`config.mk`:
```
export PLATFORM = sky130hd
export DESIGN_NAME = ppape_top
export DESIGN_NICKNAME = d
export VERILOG_FILES = /design/src/rtl/ppape_pkg.sv /design/src/rtl/ppape_pin_mux.sv /design/src/rtl/ppape_top.sv
export SDC_FILE = /design/constraint.sdc
export NUM_CORES = 1
export LEC_CHECK = 0
export BUFFER_PORTS_ARGS = -buffer_cell sky130_fd_sc_hd__buf_2
export CAP_MARGIN = 20
export CORE_MARGIN = 3
export CORE_UTILIZATION = 53
export CTS_CLUSTER_DIAMETER = 60
export DETAILED_ROUTE_END_ITERATION = 8
export PLACE_DENSITY = 0.84
export SYNTH_ARGS = -nofsm -noshare
export SYNTH_HDL_FRONTEND = slang
export SYNTH_SLANG_ARGS = --single-unit
```
`constraint.sdc`:
```
create_clock -name hclk -period 3.9 [get_ports hclk]
set_input_delay 0.39 -clock hclk [delete_from_list [all_inputs] [get_ports hclk]]
set_output_delay 0.39 -clock hclk [all_outputs]
set_load 0.02 [all_outputs]
```
`src/rtl/ppape_pkg.sv`:
```
// Package with register map, field layout and reset values for the address pin enable block.
package ppape_pkg;

   // Register byte offsets on the bus.
   localparam logic [11:0] PPAPE_OFS_ENABLE   = 12'h000;
   localparam logic [11:0] PPAPE_OFS_PORT_OUT = 12'h004;
   localparam logic [11:0] PPAPE_OFS_PORT_DIR = 12'h008;
   localparam logic [11:0] PPAPE_OFS_PIN_IN   = 12'h00C;

   // Width of the pin group and the enable register.
   localparam int          PPAPE_NPINS        = 16;

   // Field positions inside the enable register.
   localparam int          PPAPE_BIT_CS2      = 15;
   localparam int          PPAPE_BIT_CS1      = 14;
   localparam int          PPAPE_ADDR_HI      = 13;
   localparam int          PPAPE_ADDR_LO      = 2;
   localparam int          PPAPE_STB_HI       = 1;
   localparam int          PPAPE_STB_LO       = 0;

   // Reset values.
   localparam logic [15:0] PPAPE_RST_ENABLE   = 16'h0000;
   localparam logic [15:0] PPAPE_RST_PORT     = 16'h0000;
   localparam logic [31:0] PPAPE_RD_ZERO      = 32'h0000_0000;

   // AHB transfer type code for a non-sequential transfer.
   localparam logic [1:0]  PPAPE_HTRANS_NSEQ  = 2'b10;

endpackage

```
`src/rtl/ppape_pin_mux.sv`:
```
// Per-pin selection between the parallel port and general-purpose port I/O.
`timescale 1ns/1ps
module ppape_pin_mux
   import ppape_pkg::*;
#(
   parameter int NPINS = PPAPE_NPINS
) (
   input  wire logic [NPINS-1:0] sel,       // High hands the pin to the parallel port.
   input  wire logic [NPINS-1:0] par_out,   // Parallel port drive value.
   input  wire logic [NPINS-1:0] par_oe,    // Parallel port drive enable.
   input  wire logic [NPINS-1:0] gpio_out,  // Port I/O drive value.
   input  wire logic [NPINS-1:0] gpio_oe,   // Port I/O drive enable.
   output logic      [NPINS-1:0] pin_out,   // Selected drive value.
   output logic      [NPINS-1:0] pin_oe     // Selected drive enable.
);

   // One selector per pin; the same structure serves every group of enable bits.
   genvar i;
   generate
      for (i = 0; i < NPINS; i++) begin : g_pin
         assign pin_out[i] = sel[i] ? par_out[i] : gpio_out[i];
         assign pin_oe[i]  = sel[i] ? par_oe[i]  : gpio_oe[i];
      end
   endgenerate

endmodule // ppape_pin_mux

```
`src/rtl/ppape_top.sv`:
```
// Address pin enable register with AHB-Lite slave and pin function selection.
//
// Notes on behaviour
// - Enable bit 15 gives pin 15 to the port as address 15 or chip select 2.
// - Enable bit 14 gives pin 14 to the port as address 14 or chip select 1.
// - Enable bits 13 to 2 give pins 13 to 2 to the port as address lines.
// - Enable bits 1 and 0 give pins 1 and 0 to address or latch strobes.
//
// Register access over AHB-Lite and the placing of the registers were decided locally.
`timescale 1ns/1ps
module ppape_top
   import ppape_pkg::*;
#(
   parameter int NPINS = PPAPE_NPINS
) (
   input  wire logic             hclk,       // Bus clock, 250 MHz.
   input  wire logic             hresetn,    // Asynchronous reset, active low.
   input  wire logic             hsel,       // Slave select.
   input  wire logic [31:0]      haddr,      // Byte address.
   input  wire logic [1:0]       htrans,     // Transfer type.
   input  wire logic             hwrite,     // Write when high.
   input  wire logic [2:0]       hsize,      // Transfer size.
   input  wire logic [31:0]      hwdata,     // Write data.
   input  wire logic             hready,     // Bus ready from the interconnect.
   output logic      [31:0]      hrdata,     // Read data.
   output logic                  hreadyout,  // Slave ready.
   output logic                  hresp,      // Always OKAY.
   input  wire logic [NPINS-1:0] par_out,    // Parallel port drive values.
   input  wire logic [NPINS-1:0] par_oe,     // Parallel port drive enables.
   input  wire logic [NPINS-1:0] pin_in,     // Pin levels from the pads.
   output logic      [NPINS-1:0] pin_out,    // Pad drive values.
   output logic      [NPINS-1:0] pin_oe,     // Pad drive enables, high while driving.
   output logic      [NPINS-1:0] par_sel     // Pin function: high for the parallel port.
);

   // Registered state; the enable word is held as its four pin groups.
   logic             cs2_pin_enable;
   logic             cs1_pin_enable;
   logic [11:0]      addr_line_pin_enables;
   logic [1:0]       latch_strobe_pin_enables;
   logic [NPINS-1:0] port_out;
   logic [NPINS-1:0] port_dir;
   logic [NPINS-1:0] pin_sync1;
   logic [NPINS-1:0] pin_sync2;
   logic             wr_pend;
   logic [11:0]      wr_addr;

   // Combinational nets.
   logic [NPINS-1:0] address_pin_enable;
   logic [NPINS-1:0] sel_vec;
   logic [NPINS-1:0] mux_out;
   logic [NPINS-1:0] mux_oe;
   logic             addr_phase;
   logic             rd_take;
   logic             wr_take;
   logic [11:0]      ofs;
   logic             wr_enable;
   logic             wr_out;
   logic             wr_dir;
   logic [NPINS-1:0] wdata;

   // Address phase decode; only whole-word transfers are expected, so the size is not read.
   assign addr_phase = hsel & hready & htrans[1];
   assign rd_take    = addr_phase & ~hwrite;
   assign wr_take    = addr_phase & hwrite;
   assign ofs        = haddr[11:0];
   assign wr_enable  = wr_pend & (wr_addr == PPAPE_OFS_ENABLE);
   assign wr_out     = wr_pend & (wr_addr == PPAPE_OFS_PORT_OUT);
   assign wr_dir     = wr_pend & (wr_addr == PPAPE_OFS_PORT_DIR);
   assign wdata      = hwdata[NPINS-1:0];

   // The enable word is rebuilt from its groups, each steering its own pins.
   assign sel_vec            = {cs2_pin_enable,
                                cs1_pin_enable,
                                addr_line_pin_enables,
                                latch_strobe_pin_enables};
   assign address_pin_enable = sel_vec;

   // Read data mux; unmapped offsets read as zero.
   function automatic logic [31:0] rd_mux(input logic [11:0] a, input logic [NPINS-1:0] en,
                                          input logic [NPINS-1:0] po, input logic [NPINS-1:0] pd,
                                          input logic [NPINS-1:0] pi);
      logic [31:0] r;
      r = PPAPE_RD_ZERO;
      case (a)
         PPAPE_OFS_ENABLE:   r[NPINS-1:0] = en;
         PPAPE_OFS_PORT_OUT: r[NPINS-1:0] = po;
         PPAPE_OFS_PORT_DIR: r[NPINS-1:0] = pd;
         PPAPE_OFS_PIN_IN:   r[NPINS-1:0] = pi;
         default:            r = PPAPE_RD_ZERO;
      endcase
      return r;
   endfunction

   // Write address is held into the data phase, where hwdata becomes valid.
   always_ff @(posedge hclk or negedge hresetn) begin
      if (!hresetn) begin
         wr_pend <= 1'b0;
         wr_addr <= 12'h000;
      end else begin
         wr_pend <= wr_take;
         wr_addr <= ofs;
      end
   end

   // Chip select 2 pin; a write takes effect at once, with no interlock against port traffic.
   always_ff @(posedge hclk or negedge hresetn) begin
      if (!hresetn) begin
         cs2_pin_enable <= PPAPE_RST_ENABLE[PPAPE_BIT_CS2];
      end else if (wr_enable) begin
         cs2_pin_enable <= wdata[PPAPE_BIT_CS2];
      end
   end

   // Chip select 1 pin; reset leaves it as port I/O.
   always_ff @(posedge hclk or negedge hresetn) begin
      if (!hresetn) begin
         cs1_pin_enable <= PPAPE_RST_ENABLE[PPAPE_BIT_CS1];
      end else if (wr_enable) begin
         cs1_pin_enable <= wdata[PPAPE_BIT_CS1];
      end
   end

   // Address line pins; the upper half of the bus word is dropped on purpose.
   always_ff @(posedge hclk or negedge hresetn) begin
      if (!hresetn) begin
         addr_line_pin_enables <= PPAPE_RST_ENABLE[PPAPE_ADDR_HI:PPAPE_ADDR_LO];
      end else if (wr_enable) begin
         addr_line_pin_enables <= wdata[PPAPE_ADDR_HI:PPAPE_ADDR_LO];
      end
   end

   // Latch strobe pins; reset leaves both as port I/O.
   always_ff @(posedge hclk or negedge hresetn) begin
      if (!hresetn) begin
         latch_strobe_pin_enables <= PPAPE_RST_ENABLE[PPAPE_STB_HI:PPAPE_STB_LO];
      end else if (wr_enable) begin
         latch_strobe_pin_enables <= wdata[PPAPE_STB_HI:PPAPE_STB_LO];
      end
   end

   // Port I/O output latch, used while a pin is not given to the port.
   always_ff @(posedge hclk or negedge hresetn) begin
      if (!hresetn) begin
         port_out <= PPAPE_RST_PORT;
      end else if (wr_out) begin
         port_out <= wdata;
      end
   end

   // Port I/O direction; a pin stays undriven until software asks for it.
   always_ff @(posedge hclk or negedge hresetn) begin
      if (!hresetn) begin
         port_dir <= PPAPE_RST_PORT;
      end else if (wr_dir) begin
         port_dir <= wdata;
      end
   end

   // Pin levels come from outside the clock domain, so two stages precede any reader.
   always_ff @(posedge hclk or negedge hresetn) begin
      if (!hresetn) begin
         pin_sync1 <= PPAPE_RST_PORT;
         pin_sync2 <= PPAPE_RST_PORT;
      end else begin
         pin_sync1 <= pin_in;
         pin_sync2 <= pin_sync1;
      end
   end

   // Read data is registered in the address phase, so every access is zero wait.
   always_ff @(posedge hclk or negedge hresetn) begin
      if (!hresetn) begin
         hrdata <= PPAPE_RD_ZERO;
      end else if (rd_take) begin
         hrdata <= rd_mux(ofs, address_pin_enable, port_out, port_dir, pin_sync2);
      end
   end

   // Per-pin selection; the mux itself is combinational and registered below.
   ppape_pin_mux #(
      .NPINS    (NPINS)
   ) u_mux (
      .sel      (sel_vec),
      .par_out  (par_out),
      .par_oe   (par_oe),
      .gpio_out (port_out),
      .gpio_oe  (port_dir),
      .pin_out  (mux_out),
      .pin_oe   (mux_oe)
   );

   // Pad drive comes from flip-flops; this adds one cycle of delay on the drive path.
   always_ff @(posedge hclk or negedge hresetn) begin
      if (!hresetn) begin
         pin_out <= PPAPE_RST_PORT;
         pin_oe  <= PPAPE_RST_PORT;
      end else begin
         pin_out <= mux_out;
         pin_oe  <= mux_oe;
      end
   end

   // Function select follows the enable word one edge after it is written.
   always_ff @(posedge hclk or negedge hresetn) begin
      if (!hresetn) begin
         par_sel <= PPAPE_RST_ENABLE;
      end else begin
         par_sel <= sel_vec;
      end
   end

   // Ready stays high, since no access here needs a wait state.
   always_ff @(posedge hclk or negedge hresetn) begin
      if (!hresetn) begin
         hreadyout <= 1'b1;
      end else begin
         hreadyout <= 1'b1;
      end
   end

   // The slave never reports an error, so the response stays OKAY.
   always_ff @(posedge hclk or negedge hresetn) begin
      if (!hresetn) begin
         hresp <= 1'b0;
      end else begin
         hresp <= 1'b0;
      end
   end

endmodule // ppape_top

```
==> flow_summary.yaml <==
cells_and_area:
  area_growth_pct: 29.1
  nets: 619
  fillers: 712
  final_area_um2: 7380
  drive_above_1_share_pct: 55.0
synth:
  synth-main-ff-cell: "dfrtp_1"
  async_reset_ff_share_pct: 100
  ys_seq_area_share_pct: 68.7
  synth_cell_types: 25
  synth_area_per_cell_um2: 18.2
  netlist_area_um2: 5720
  synth-edff-count: 0
  ys_warn_count: 0
  ys_seq_elements: 157
  synthCells: 315
die:
  placementRows: 37
  chipHeight_um: 110
  die-area_um2: 12100
  core_area_um2: 10400
  io_pins: 204
  die_w_um: 110
  initial_core_util_pct: 54.9
pwr:
  p_leak_nw: 3.79
  ir_drop_v: 0.000320
  power_density_nw_per_um2: 481
global_route:
  antenna_found_initial: 0
  grt_pass1_wl_um: 19100
  gr-total-overflow: 0
  grt_pass1_vias: 3670
  grt_max_degree: 114
  grtUsageTotal_pct: 21.5
drt:
  route.detailed.drc: 0
  dr.first_iter.drc_count: 104
  vias: 3302
  postRouteAntennaNets: 0
  vias_per_cell: 5.11
  drt_first_pass_iters: 4
  drt-wirelength-per-cell_um: 18.9
  wirelength_um: 12200
worst_setup_path:
  crit_type: "flop to flop"
  crit_path_start_kind: "flop"
  cp_top_family: "simple AND/OR/NAND/NOR gates"
  worstPathMaxFanout: 16
  cp_cell_sequence: "or4_1, or4_4, mux2_4"
  crit_buf_inv: 0
  required_ps: 4290
  cpPeakStageDelay_ps: 710
  critPathSlowestCell: "or4_4"
  worstPathArrival_ps: 2550
  cp-end-kind: "flop"
timing:
  rsz0062_at_grt: "no"
  fmax_mhz: 463
  period_share_pct: 55.4
  setup_viol: 0
  fin_skew_ps: 7.27
  holdWs_ps: -18.2
  maxSlewHeadroom_pct: 34.2
  fin_crit_ps: 2160
  tightest_slew_ps: 987
  drv_slew: 0
  hold_viol_final: 10
  fin_setup_tns_ps: 0
outcome:
  outcome: "finished with violations"
  violations: "negative hold slack"
clocking:
  ctsHoldBuffers: 26
  cts.htree.levels: 4
  clockBufferDepth: 2
  tritoncts.num_buffers: 17
  postCtsSetupRepairBufs: 0
  post_cts_resized: 0
  clkTransAtPathRegs_ps: 60
  cts_tree: "done"
  cts-root-buf: "clkbuf_8"
  clkSinkCount: 157
  clock_latency_ps: 510
placed_design:
  port_buffers: 145
  dpl.hpwl_um: 7760
  gp_congestion: 0.849
  place_area_um2: 6520
flow_run:
  cap_violations: 0
min_path:
  min_path_type: "input port to async pin"
==> synth_stat cells (2+ instances only) <==
cell type	count	share of area, %
dfrtp_1	157	69
mux2_2	70	14
buf_4	18	2.4
a22o_1	16	2.5
mux4_2	16	6.3
mux2_4	10	2.6
clkbuf_1	5	0.33
buf_2	2	0.18
buf_6	2	0.39
conb_1	2	0.13
nor4_1	2	0.22
or4_1	2	0.26
==> kinds of logic after synthesis <==
logic type             count (synthesis)  synth area share (%)
muxes                                 96                  22.7
other                                  2                 0.131
buffers and inverters                 30                  3.74
DFF                                  157                  68.7
and+or+nand+nor                       14                  2.28
AOI/OAI and AO/OA                     16                  2.45
==> registers in the layout, indices dropped and copies added, names as in the netlist <==
| signal | cells |
|---|---|
| hrdata | 16 |
| par_sel | 16 |
| pin_oe | 16 |
| pin_out | 16 |
| pin_sync1 | 16 |
| pin_sync2 | 16 |
| port_dir | 16 |
| port_out | 16 |
| addr_line_pin_enables | 12 |
| wr_addr | 12 |
| latch_strobe_pin_enables | 2 |
| cs1_pin_enable | 1 |
| cs2_pin_enable | 1 |
| wr_pend | 1 |
==> where the power goes <==
part           total [mW]  internal, mW  switching (mW)
sequential           1.69          1.67          0.0165
combinational       0.192        0.0876           0.105
clock                1.67          1.05           0.625
total                3.55          2.81           0.746
==> cells in the final DEF, fill, tap and decap left out <==
master and count:
dfrtp_1 157, buf_2 144, mux2_2 70, dlygate4sd3_1 26
conb_1 18, mux4_2 16, a22o_1 16, clkbuf_16 16
mux2_4 10, buf_4 5, bufinv_16 4, clkinv_2 4
clkinvlp_4 4, or4_1 2, nor4_4 2, nor4_1 2
clkbuf_8 2, diode_2 1, and4_1 1, or4b_4 1
inv_1 1, or4_4 1, or3_1 1, nand2b_1 1
nand4b_1 1, nor2_1 1, and4b_1 1, clkbuf_1 1
buf_6 1
==> metal layers <==
layer | part of all wire (%) | global-route usage, % | wire, um | vias up
li1 | - | - | - | 1483
met4 | 2.4 | 10.6 | 287 | 0
met1 | 37 | 24.1 | 4550 | 1694
met2 | 56 | 38.2 | 6850 | 101
met5 | 0 | 0 | 0 | -
met3 | 4.1 | 4.87 | 502 | 24
==> metrics by stage <==
stage / setup WS [ps] / cells / utilization, % / power (mW)
finish: 1740 / 646 / 70.9 / 3.55
global placement: 1760 / 588 / 62.6 / 1.88
CTS: 1720 / 645 / 70.8 / 3.58
floorplan: 1730 / 331 / - / 1.80
detailed placement: 1740 / 588 / 62.6 / 1.89
global route: 1690 / 645 / 70.8 / 3.66
==> worst paths after layout <==
check	slack, ps	end	start	cells past startpoint
max	1740	port_out[9]	wr_addr[3]	3
min	-20	port_out[11]	hresetn	1
max reg2reg	1740	port_out[9]	wr_addr[3]	3
min reg2reg	350	pin_sync2[0]	pin_sync1[0]	0
max in group asynchronous	2960	pin_sync1[0]	hresetn	2
min in group hclk	110	pin_oe[6]	par_oe[6]	2
==> area by class of cell <==
type	count	area, um^2	share of cell area [%]
Timing Repair Buffer	176	1030	13.9
Clock inverter	12	170	2.31
Multi-Input combinational cell	144	1650	22.3
Antenna cell	1	2.50	0.0339
Clock buffer	19	432	5.85
Inverter	1	3.75	0.0508
Sequential cell	157	3930	53.2
Tap cell	136	170	2.31
Power figures use the tool's default switching activity.
